`config.mk`:
```
export PLATFORM = sky130hd
export DESIGN_NAME = data_address_generator
export DESIGN_NICKNAME = d
export VERILOG_FILES = /design/src/data_address_generator.v
export VERILOG_INCLUDE_DIRS = /design/src
export SDC_FILE = /design/constraint.sdc
export NUM_CORES = 1
export LEC_CHECK = 0
export BUFFER_PORTS_ARGS = -buffer_cell sky130_fd_sc_hd__clkbuf_2
export CAP_MARGIN = 5
export CORE_ASPECT_RATIO = 0.5
export CORE_MARGIN = 5
export CORE_UTILIZATION = 53
export DETAILED_ROUTE_END_ITERATION = 8
export GPL_TIMING_DRIVEN = 1
export PLACE_DENSITY = 0.84
export SLEW_MARGIN = 5
export SYNTH_ARGS = -nofsm -noshare
export SYNTH_HDL_FRONTEND = slang
export SYNTH_SLANG_ARGS = --single-unit
```
`constraint.sdc`:
```
create_clock -name pclk -period 4.65 [get_ports pclk]
set_clock_uncertainty 0.15 [all_clocks]
set_input_delay 1.1625 -clock pclk [delete_from_list [all_inputs] [get_ports pclk]]
set_output_delay 1.1625 -clock pclk [all_outputs]
set_load 0.02 [all_outputs]
```
`src/agen_defines.vh`:
```
// Constants for the data address generator
`ifndef AGEN_DEFINES_VH
`define AGEN_DEFINES_VH
// Register byte offsets
`define OFF_CTRL 12'h000
`define OFF_XSRT 12'h004
`define OFF_XEND 12'h008
`define OFF_YSRT 12'h00C
`define OFF_YEND 12'h010
`define OFF_STAT 12'h014
// Control fields
`define XSEL_LO 0
`define XSEL_HI 3
`define YSEL_LO 4
`define YSEL_HI 7
`define YEN_BIT 14
`define XEN_BIT 15
`define SEL_OFF 4'hF
// Reset values
`define CTRL_RST 16'h00FF
`define BND_RST 16'h0000
// Addressing modes
`define M_FILE 3'h0
`define M_DIR 3'h1
`define M_IND 3'h2
`define M_POST 3'h3
`define M_PRE 3'h4
`define M_IDX 3'h5
`define M_LOFF 3'h6
// Instruction classes
`define C_MCU 2'h0
`define C_MOVE 2'h1
`define C_MAC 2'h2
`define C_FILE 2'h3
// Address spaces
`define S_XRD 2'h0
`define S_XWR 2'h1
`define S_Y 2'h2
// Literal kinds
`define L_5 3'h0
`define L_8 3'h1
`define L_10 3'h2
`define L_16 3'h3
`define L_BR 3'h4
`define L_HOLD 3'h5
// Multiply-accumulate pointers
`define MAC_X0 4'h8
`define MAC_X1 4'h9
`define MAC_Y0 4'hA
`define MAC_Y1 4'hB
`endif

```
`src/data_address_generator.v`:
```
// Effective-address generator with circular buffers and APB registers
//
// Notes on behaviour
// file direct uses 13-bit near address
// file results go to file or register 0
// first source register direct; second reg/mem/literal
// indirect uses pointer unchanged as address
// post-modify: address is pointer, then step
// pre-modify: step pointer, use new value
// indexed: pointer plus offset register
// literal offset: pointer plus instruction literal
// move source/destination share offset field
// move adds indexed, 8- and 16-bit literals
// MAC pointers 8..11; 8,9 X, 10,11 Y
// MAC indexed only via register 9 or 11
// MAC: indirect, indexed, post by 2/4/6
// branch signed 16-bit, hold unsigned 14-bit
// one circular buffer in X, one in Y
// software avoids stack registers as circular pointer
// power-of-two buffers wrap both directions
// 16-bit start/end registers per space
// buffers up to 64 Kbytes
// Y circular addresses keep bit 0 clear
// select value 15 disables circular addressing
// X select bits 3:0, enable bit 15
// Y select bits 7:4, enable bit 14
// boundary test beyond limit, not only equal
// corrected pointer written back only when modifying
// wrap by overshoot from the other boundary
`timescale 1ns/100ps
`include "agen_defines.vh"
module data_address_generator (
  // Clock, reset, enable
  input wire pclk,
  input wire presetn,
  input wire ce,
  // APB slave
  input wire psel,
  input wire penable,
  input wire pwrite,
  input wire [11:0] paddr,
  input wire [31:0] pwdata,
  output reg [31:0] prdata,
  output wire pready,
  output reg pslverr,
  // Request from the decoder
  input wire req_valid,
  input wire [1:0] req_class,
  input wire [2:0] req_mode,
  input wire [1:0] req_space,
  input wire [3:0] base_index,
  input wire [3:0] ptr_index,
  input wire [15:0] ptr_value,
  input wire [3:0] off_index,
  input wire [15:0] off_value,
  input wire [15:0] mod_amount,
  input wire [2:0] lit_kind,
  input wire [15:0] lit_raw,
  input wire [12:0] file_addr,
  input wire to_default,
  // Answer
  output reg ea_valid_r,
  output reg [15:0] ea_r,
  output reg [1:0] ea_space_r,
  output reg ea_error_r,
  output reg wb_en_r,
  output reg [3:0] wb_index_r,
  output reg [15:0] wb_value_r,
  output reg [3:0] src1_index_r,
  output reg [3:0] off_index_r,
  output reg [15:0] lit_value_r,
  output reg res_to_file_r,
  output reg [3:0] res_index_r
);

  // Registers
  // Bounds are byte addresses, end included
  // No alignment check: software keeps start and end sensible
  reg [15:0] ctrl_r; // circular_addr_control
  reg [15:0] x_circular_start_r; // X buffer first byte
  reg [15:0] x_circular_end_r; // X buffer last byte
  reg [15:0] y_circular_start_r; // Y buffer first byte
  reg [15:0] y_circular_end_r; // Y buffer last byte

  // Control fields
  // Decoded once, shared by status and the circular check
  wire [3:0] x_pointer_select = ctrl_r[`XSEL_HI:`XSEL_LO];
  wire [3:0] y_pointer_select = ctrl_r[`YSEL_HI:`YSEL_LO];
  wire x_circular_enable = ctrl_r[`XEN_BIT];
  wire y_circular_enable = ctrl_r[`YEN_BIT];

  // Circular check for one space; select 15 turns it off
  // One compare per space keeps the path short
  // The select field alone picks the pointer
  function circ_on;
    input en;
    input [3:0] sel;
    input [3:0] ptr;
    begin
      circ_on = en && (sel != `SEL_OFF) && (sel == ptr);
    end
  endfunction

  // Wrap an address back inside [s,e]; length is 17 bits wide
  // Single correction only: a jump over more than one length
  // lands outside the buffer, so steps must stay below it
  // Direction comes from the sign of the step or offset
  function [15:0] mod_fix;
    input [15:0] a;
    input [15:0] s;
    input [15:0] e;
    input down;
    reg [16:0] len;
    reg [16:0] t;
    begin
      // Extra bit: a full-space buffer overflows 16 bits
      len = {1'b0, e} - {1'b0, s} + 17'h00001;
      t = {1'b0, a};
      if (!down && (a > e)) begin
        t = {1'b0, a} - len;
      end else if (down && (a < s)) begin
        t = {1'b0, a} + len;
      end
      mod_fix = t[15:0];
    end
  endfunction

  // APB: always ready, one word per register
  // Zero wait states: each access ends in its first access cycle
  // Only the low half of each word is stored
  assign pready = 1'b1;
  wire setup = psel && !penable;
  wire wr_acc = psel && penable && pwrite;

  // Address decode
  // Byte addresses; unmapped ones answer with an error
  wire hit_c = (paddr == `OFF_CTRL);
  wire hit_xs = (paddr == `OFF_XSRT);
  wire hit_xe = (paddr == `OFF_XEND);
  wire hit_ys = (paddr == `OFF_YSRT);
  wire hit_ye = (paddr == `OFF_YEND);
  wire hit_st = (paddr == `OFF_STAT);
  wire mapped = hit_c | hit_xs | hit_xe | hit_ys | hit_ye | hit_st;

  // Status bits shown to software
  // Status is read-only; writes to it are dropped
  reg last_err_r; // Error of last request
  reg [15:0] last_ea_r; // Last address produced
  wire x_armed = x_circular_enable && (x_pointer_select != `SEL_OFF);
  wire y_armed = y_circular_enable && (y_pointer_select != `SEL_OFF);

  // Read mux
  // Hits are one-hot, so the order of the items does not matter
  reg [31:0] rd_val;
  always @* begin
    case (1'b1)
      hit_c: rd_val = {16'h0000, ctrl_r};
      hit_xs: rd_val = {16'h0000, x_circular_start_r};
      hit_xe: rd_val = {16'h0000, x_circular_end_r};
      hit_ys: rd_val = {16'h0000, y_circular_start_r};
      hit_ye: rd_val = {16'h0000, y_circular_end_r};
      hit_st: rd_val = {last_ea_r, 13'h0000, last_err_r, y_armed, x_armed};
      default: rd_val = 32'h00000000;
    endcase
  end

  // Register writes and registered read data
  // Read data is caught in setup so it stands through access
  always @(posedge pclk or negedge presetn) begin
    if (!presetn) begin
      // Both selects start at 15: circular addressing off
      ctrl_r <= `CTRL_RST;
      x_circular_start_r <= `BND_RST;
      x_circular_end_r <= `BND_RST;
      y_circular_start_r <= `BND_RST;
      y_circular_end_r <= `BND_RST;
      prdata <= 32'h00000000;
      pslverr <= 1'b0;
    end else if (ce) begin
      if (setup) begin
        prdata <= pwrite ? 32'h00000000 : rd_val;
        pslverr <= !mapped; // Unmapped: error answer
      end
      // Writes land at the access edge only
      if (wr_acc) begin
        if (hit_c) begin
          ctrl_r <= pwdata[15:0];
        end
        if (hit_xs) begin
          x_circular_start_r <= pwdata[15:0];
        end
        if (hit_xe) begin
          x_circular_end_r <= pwdata[15:0];
        end
        if (hit_ys) begin
          y_circular_start_r <= pwdata[15:0];
        end
        if (hit_ye) begin
          y_circular_end_r <= pwdata[15:0];
        end
      end
    end
  end

  // Address calculation
  // One combinational pass; the answer registers
  // break the path towards the memory address ports
  reg [1:0] sp; // Effective space
  reg err; // Illegal combination
  reg [15:0] delta; // Step or offset
  reg [15:0] raw; // Uncorrected sum
  reg [15:0] fixd; // Corrected sum
  reg [15:0] ea; // Effective address
  reg wb; // Pointer written back
  reg [15:0] wbv; // Value written back
  reg is_y; // Y space selected
  reg cx; // X circular applies
  reg cy; // Y circular applies
  reg [15:0] lit; // Formatted literal
  reg [15:0] mag; // Step magnitude
  always @* begin
    sp = req_space;
    err = 1'b0;
    delta = 16'h0000;
    mag = mod_amount[15] ? (16'h0000 - mod_amount) : mod_amount;
    // Space request ignored for MAC: the pointer decides
    // MAC pointers pick their own space
    if (req_class == `C_MAC) begin
      if (ptr_index == `MAC_X0 || ptr_index == `MAC_X1) begin
        sp = `S_XRD;
      end else if (ptr_index == `MAC_Y0 || ptr_index == `MAC_Y1) begin
        sp = `S_Y;
      end else begin
        err = 1'b1;
      end
      case (req_mode)
        `M_IND: begin
          // Plain indirect: nothing more to refuse
          delta = 16'h0000;
        end
        `M_POST: begin
          if (mag != 16'h0002 && mag != 16'h0004 && mag != 16'h0006) begin
            err = 1'b1;
          end
        end
        `M_IDX: begin
          if (ptr_index != `MAC_X1 && ptr_index != `MAC_Y1) begin
            err = 1'b1;
          end
        end
        default: err = 1'b1;
      endcase
    end else if (req_class == `C_MCU) begin
      // MCU has no offset modes
      if (req_mode == `M_IDX || req_mode == `M_LOFF) begin
        err = 1'b1;
      end
      // File direct is refused for MCU here; the move class still accepts it
      if (req_mode == `M_FILE) begin
        err = 1'b1;
      end
    end else if (req_class == `C_FILE) begin
      if (req_mode != `M_FILE && req_mode != `M_DIR) begin
        err = 1'b1;
      end
    end
    // Step or offset by mode
    // Offsets are signed, so a negative one counts as down
    case (req_mode)
      `M_POST: delta = mod_amount;
      `M_PRE: delta = mod_amount;
      `M_IDX: delta = off_value;
      `M_LOFF: delta = lit_raw;
      default: delta = 16'h0000;
    endcase
    // Sum wraps at 16 bits, like the pointer itself
    raw = ptr_value + delta;
    is_y = (sp == `S_Y);
    cx = !is_y && circ_on(x_circular_enable, x_pointer_select, ptr_index);
    cy = is_y && circ_on(y_circular_enable, y_pointer_select, ptr_index);
    // X read and X write share one buffer
    if (cx) begin
      fixd = mod_fix(raw, x_circular_start_r, x_circular_end_r, delta[15]);
    end else if (cy) begin
      fixd = mod_fix(raw, y_circular_start_r, y_circular_end_r, delta[15]);
      fixd = {fixd[15:1], 1'b0};
    end else begin
      fixd = raw;
    end
    // Address and write-back by mode
    // Post mode writes back the stepped value, not the address used
    // Indexed and literal modes correct the address only
    wb = 1'b0;
    wbv = ptr_value;
    case (req_mode)
      `M_FILE: ea = {3'b000, file_addr};
      `M_DIR: ea = ptr_value;
      `M_IND: ea = (cy) ? {ptr_value[15:1], 1'b0} : ptr_value;
      `M_POST: begin
        ea = (cy) ? {ptr_value[15:1], 1'b0} : ptr_value;
        wb = 1'b1;
        wbv = fixd;
      end
      `M_PRE: begin
        ea = fixd;
        wb = 1'b1;
        wbv = fixd;
      end
      `M_IDX: ea = fixd;
      `M_LOFF: ea = fixd;
      default: begin
        ea = 16'h0000;
        err = 1'b1;
      end
    endcase
    // Literal formats
    // Branch literal passes as is; its sign is for the user
    case (lit_kind)
      `L_5: lit = {11'h000, lit_raw[4:0]};
      `L_8: lit = {8'h00, lit_raw[7:0]};
      `L_10: lit = {6'h00, lit_raw[9:0]};
      `L_16: lit = lit_raw;
      `L_BR: lit = lit_raw;
      `L_HOLD: lit = {2'b00, lit_raw[13:0]};
      default: lit = 16'h0000;
    endcase
    // A refused request must never touch the pointer
    if (err) begin
      wb = 1'b0;
    end
  end

  // Answer registers, one cycle after the request
  // Strobes follow every cycle; data only on a taken request,
  // so the far side can read them until the next one
  always @(posedge pclk or negedge presetn) begin
    if (!presetn) begin
      ea_valid_r <= 1'b0;
      ea_r <= 16'h0000;
      ea_space_r <= 2'h0;
      ea_error_r <= 1'b0;
      wb_en_r <= 1'b0;
      wb_index_r <= 4'h0;
      wb_value_r <= 16'h0000;
      src1_index_r <= 4'h0;
      off_index_r <= 4'h0;
      lit_value_r <= 16'h0000;
      res_to_file_r <= 1'b0;
      res_index_r <= 4'h0;
      last_err_r <= 1'b0;
      last_ea_r <= 16'h0000;
    end else if (ce) begin
      // Frozen with everything else while ce is low
      ea_valid_r <= req_valid;
      wb_en_r <= req_valid && wb;
      if (req_valid) begin
        ea_r <= ea;
        ea_space_r <= sp;
        ea_error_r <= err;
        wb_index_r <= ptr_index;
        wb_value_r <= wbv;
        src1_index_r <= base_index;
        off_index_r <= off_index;
        lit_value_r <= lit;
        // File results: back to file or register 0
        res_to_file_r <= (req_class == `C_FILE) && !to_default;
        res_index_r <= (req_class == `C_FILE) ? 4'h0 : ptr_index;
        last_err_r <= err;
        last_ea_r <= ea;
      end
    end
  end

endmodule // data_address_generator

```
==> impl_metrics.py <==
metrics = {
    "grt": {
        "grt_pass1_wl_um": 95600,
        "grt_remaining_overflow": 0,
        "grt_max_degree": 108,
        "gr-usage-all-layers_pct": 36.1,
        "grt_antenna_before_repair": 0,
        "grt_pass1_vias": 17400,
    },
    "synthesis": {
        "syn_area_sq_um": 15700,
        "syn-instance-count": 1834,
        "synth_warnings": 0,
        "syn-num-nets": 2185,
        "syn_avg_cell_area_sq_um": 8.54,
        "synth_commonest_cells": "nand2_1, ha_1, dfrtp_1, o21ai_0, inv_1",
        "yosysMostFrequentCell": "nand2_1",
        "synth_top_area_cell": "dfrtp_1",
        "ys_ff_latch": 183,
        "yosysSeqAreaShare_pct": 29.3,
        "netlist.area_leader.share_pct": 28.0,
        "yosys-top-cells-area": "dfrtp_1, ha_1, nand2_1",
        "async_flop_share_pct": 100,
        "synth_edf_count": 0,
        "synth_cell_types": 82,
        "ys.flop_type": "dfrtp_1",
    },
    "pwr": {
        "p_int_mw": 3.76,
        "pwr-share-clk_pct": 26.2,
        "p_seq_share_pct": 29.0,
        "netSwitchingFraction_pct": 38.3,
        "ir_worst_vdd_uv": 265,
        "p_leak_nw": 10.9,
        "comb_power_share_pct": 44.8,
        "power_density_nw_per_um2": 278,
        "power.switching_mw": 2.34,
        "p_total_mw": 6.09,
    },
    "final_layout": {
        "synthToLayoutAreaGrowth_pct": 39.9,
        "stdcell_count": 2819,
        "layout.nets": 2766,
        "diodes": 0,
        "finalInstanceArea_sq_um": 21900,
        "drive_gt1_share_pct": 36.2,
        "fin_util_pct": 75.4,
    },
    "critical_path": {
        "critPathArrivalTime_ps": 6130,
        "crit_type": "input port to flop",
        "cp-end-kind": "flop",
        "crit_slowest_cell": "a221o_1",
        "critPathTopFamily": "compound AO/OA/AOI/OAI gates",
        "crit_fanout": 7,
        "max_stage_delay_ps": 330,
        "worst-path-buf-inv": 5,
        "start_kind": "input port",
        "cp.required_ps": 4840,
    },
    "floorplan": {
        "row_count": 44,
        "initial_core_util_pct": 53.9,
        "die-area_sq_um": 33300,
        "die_width_um": 253,
        "io_pins": 255,
        "core_sq_um": 29100,
        "fp.dieH_um": 132,
    },
    "route": {
        "vias": 18100,
        "drt_iter0_drc": 1887,
        "routed_wl_um": 64000,
        "routed_via_density": 6.40,
        "ant_nets": 0,
        "drc": 0,
        "drtPass1Iterations": 6,
        "post_drt_wl_per_cell_um": 22.7,
    },
    "place": {
        "placedCellCount": 2744,
        "routabilityCongestion": 0.999,
        "numPortBuffers": 237,
        "dpl-instance-area_sq_um": 20000,
        "dp_hpwl_um": 48600,
        "dp_slack_ps": -1930,
    },
    "clocking": {
        "tritoncts": "built",
        "clk_pin_slew_worst_paths_ps": 80,
        "cts_root_buf": "clkbuf_16",
        "clock_latency_ps": 470,
        "cts_buffers": 17,
        "h-tree-depth": 4,
        "clock_sinks": 183,
        "cts_buffer_depth": 2,
    },
    "timing": {
        "hold_violations": 0,
        "whs_ps": 326,
        "min_period_over_period_pct": 128,
        "slew_viol_final": 0,
        "slew_headroom_pct": 39.0,
        "max_freq_ghz": 0.169,
        "setup_violations": 32,
        "tns_ps": -34490,
        "rsz0062_at_grt": "yes",
        "worst_slack_ps": -1280,
        "worst_slew_pin_slew_ps": 915,
        "period_minus_slack_ps": 5930,
    },
    "outcome": {
        "violations": "negative setup slack",
        "status": "finished, violations left",
    },
    "hold_path": {
        "hold_class": "flop to flop",
    },
    "job": {
        "cap_violations": 0,
    },
}
==> worst paths after layout <==
kind	start	endpoint	slack, ps	cells after the start
max in group asynchronous	presetn	wb_value_r[12]	2670	2
max reg2reg	x_circular_start_r[1]	wb_value_r[15]	-830	23
min	wb_index_r[3]	wb_index_r[3]	330	2
max	req_mode[1]	last_ea_r[3]	-1280	26
min in group asynchronous	presetn	y_circular_end_r[3]	640	1
min reg2reg	wb_index_r[3]	wb_index_r[3]	330	2
==> layout make-up <==
class / instances / area, sq um
timing repair buffer: 638 / 4380
fill: 1894 / 7160
multi-input combinational: 1436 / 11300
inverter: 139 / 529
sequential: 183 / 4590
clock buffer: 18 / 429
clock inverter: 14 / 208
tap: 391 / 489
==> flip-flops by register name, indices dropped and copies added (netlist names), 4 cells and up <==
signal              count
ctrl_r                 16
last_ea_r              16
lit_value_r            16
off_index_r             4
prdata                 32
res_index_r             4
src1_index_r            4
wb_index_r              4
wb_value_r             16
x_circular_end_r       16
x_circular_start_r     16
y_circular_end_r       16
y_circular_start_r     16
==> layer usage <==
| metal | GRT usage (%) | vias up | part of all wire, % |
|---|---|---|---|
| li1 | - | 7923 | - |
| met1 | 47.4 | 8530 | 38 |
| met2 | 57.8 | 1316 | 44 |
| met3 | 9.52 | 282 | 13 |
| met4 | 12.6 | 0 | 4.7 |
| met5 | 0 | - | 0 |
==> cell families after synthesis <==
logic type,count (synthesis),share of synthesized area (%)
other cells,1,0.0240
buf+inv,215,5.25
xor+xnor,65,3.64
fa+ha+maj,200,16.3
compound gates,596,25.8
flops,183,29.3
simple gates,507,15.1
mux,67,4.57
==> power groups by stage <==
stage	registers (mW)	clock network (mW)	logic, mW
floorplan	1.87	0	1.13
global placement	1.79	0	2.27
detailed placement	1.79	0	2.32
CTS	1.76	1.60	2.54
global route	1.77	1.67	2.88
finish	1.77	1.60	2.73
==> placed cells by master (no fill, tap or decap), drive strengths merged, types with 55 or more instances in the layout <==
| cell type | instances |
|---|---|
| ha | 193 |
| a22o | 55 |
| a21oi | 119 |
| o21ai | 156 |
| buf | 401 |
| dfrtp | 175 |
| inv | 146 |
| nand2 | 205 |
| clkbuf | 255 |
| nor2 | 104 |
==> what timing repair did <==
item | in CTS | in global routing
buffers inserted | 30 | 22
endpoints found under the setup margin | 32 | 32
gates resized for setup | 139 | 54
pin swaps | 97 | 35
hold buffers | 0 | 0
==> worst register-to-register path, stage by stage, from the launching register on <==
cell and delay (ps):
dfrtp_1 400, ha_1 290, inv_1 40, ha_1 230
a21o_1 200, a21oi_1 270, o21bai_1 150, a21oi_1 210
o21bai_1 120, a211oi_1 350, nor2_1 100, nor2_1 120
xnor2_1 230, ha_1 350, nor4_4 200, nor4b_2 250
o21a_1 240, o21ai_2 80, a211o_1 330, a2111o_1 460
o311ai_4 120, mux2i_1 240, nand3_1 130, o21ai_1 140
Note: power is estimated with default switching activity, not from simulation.
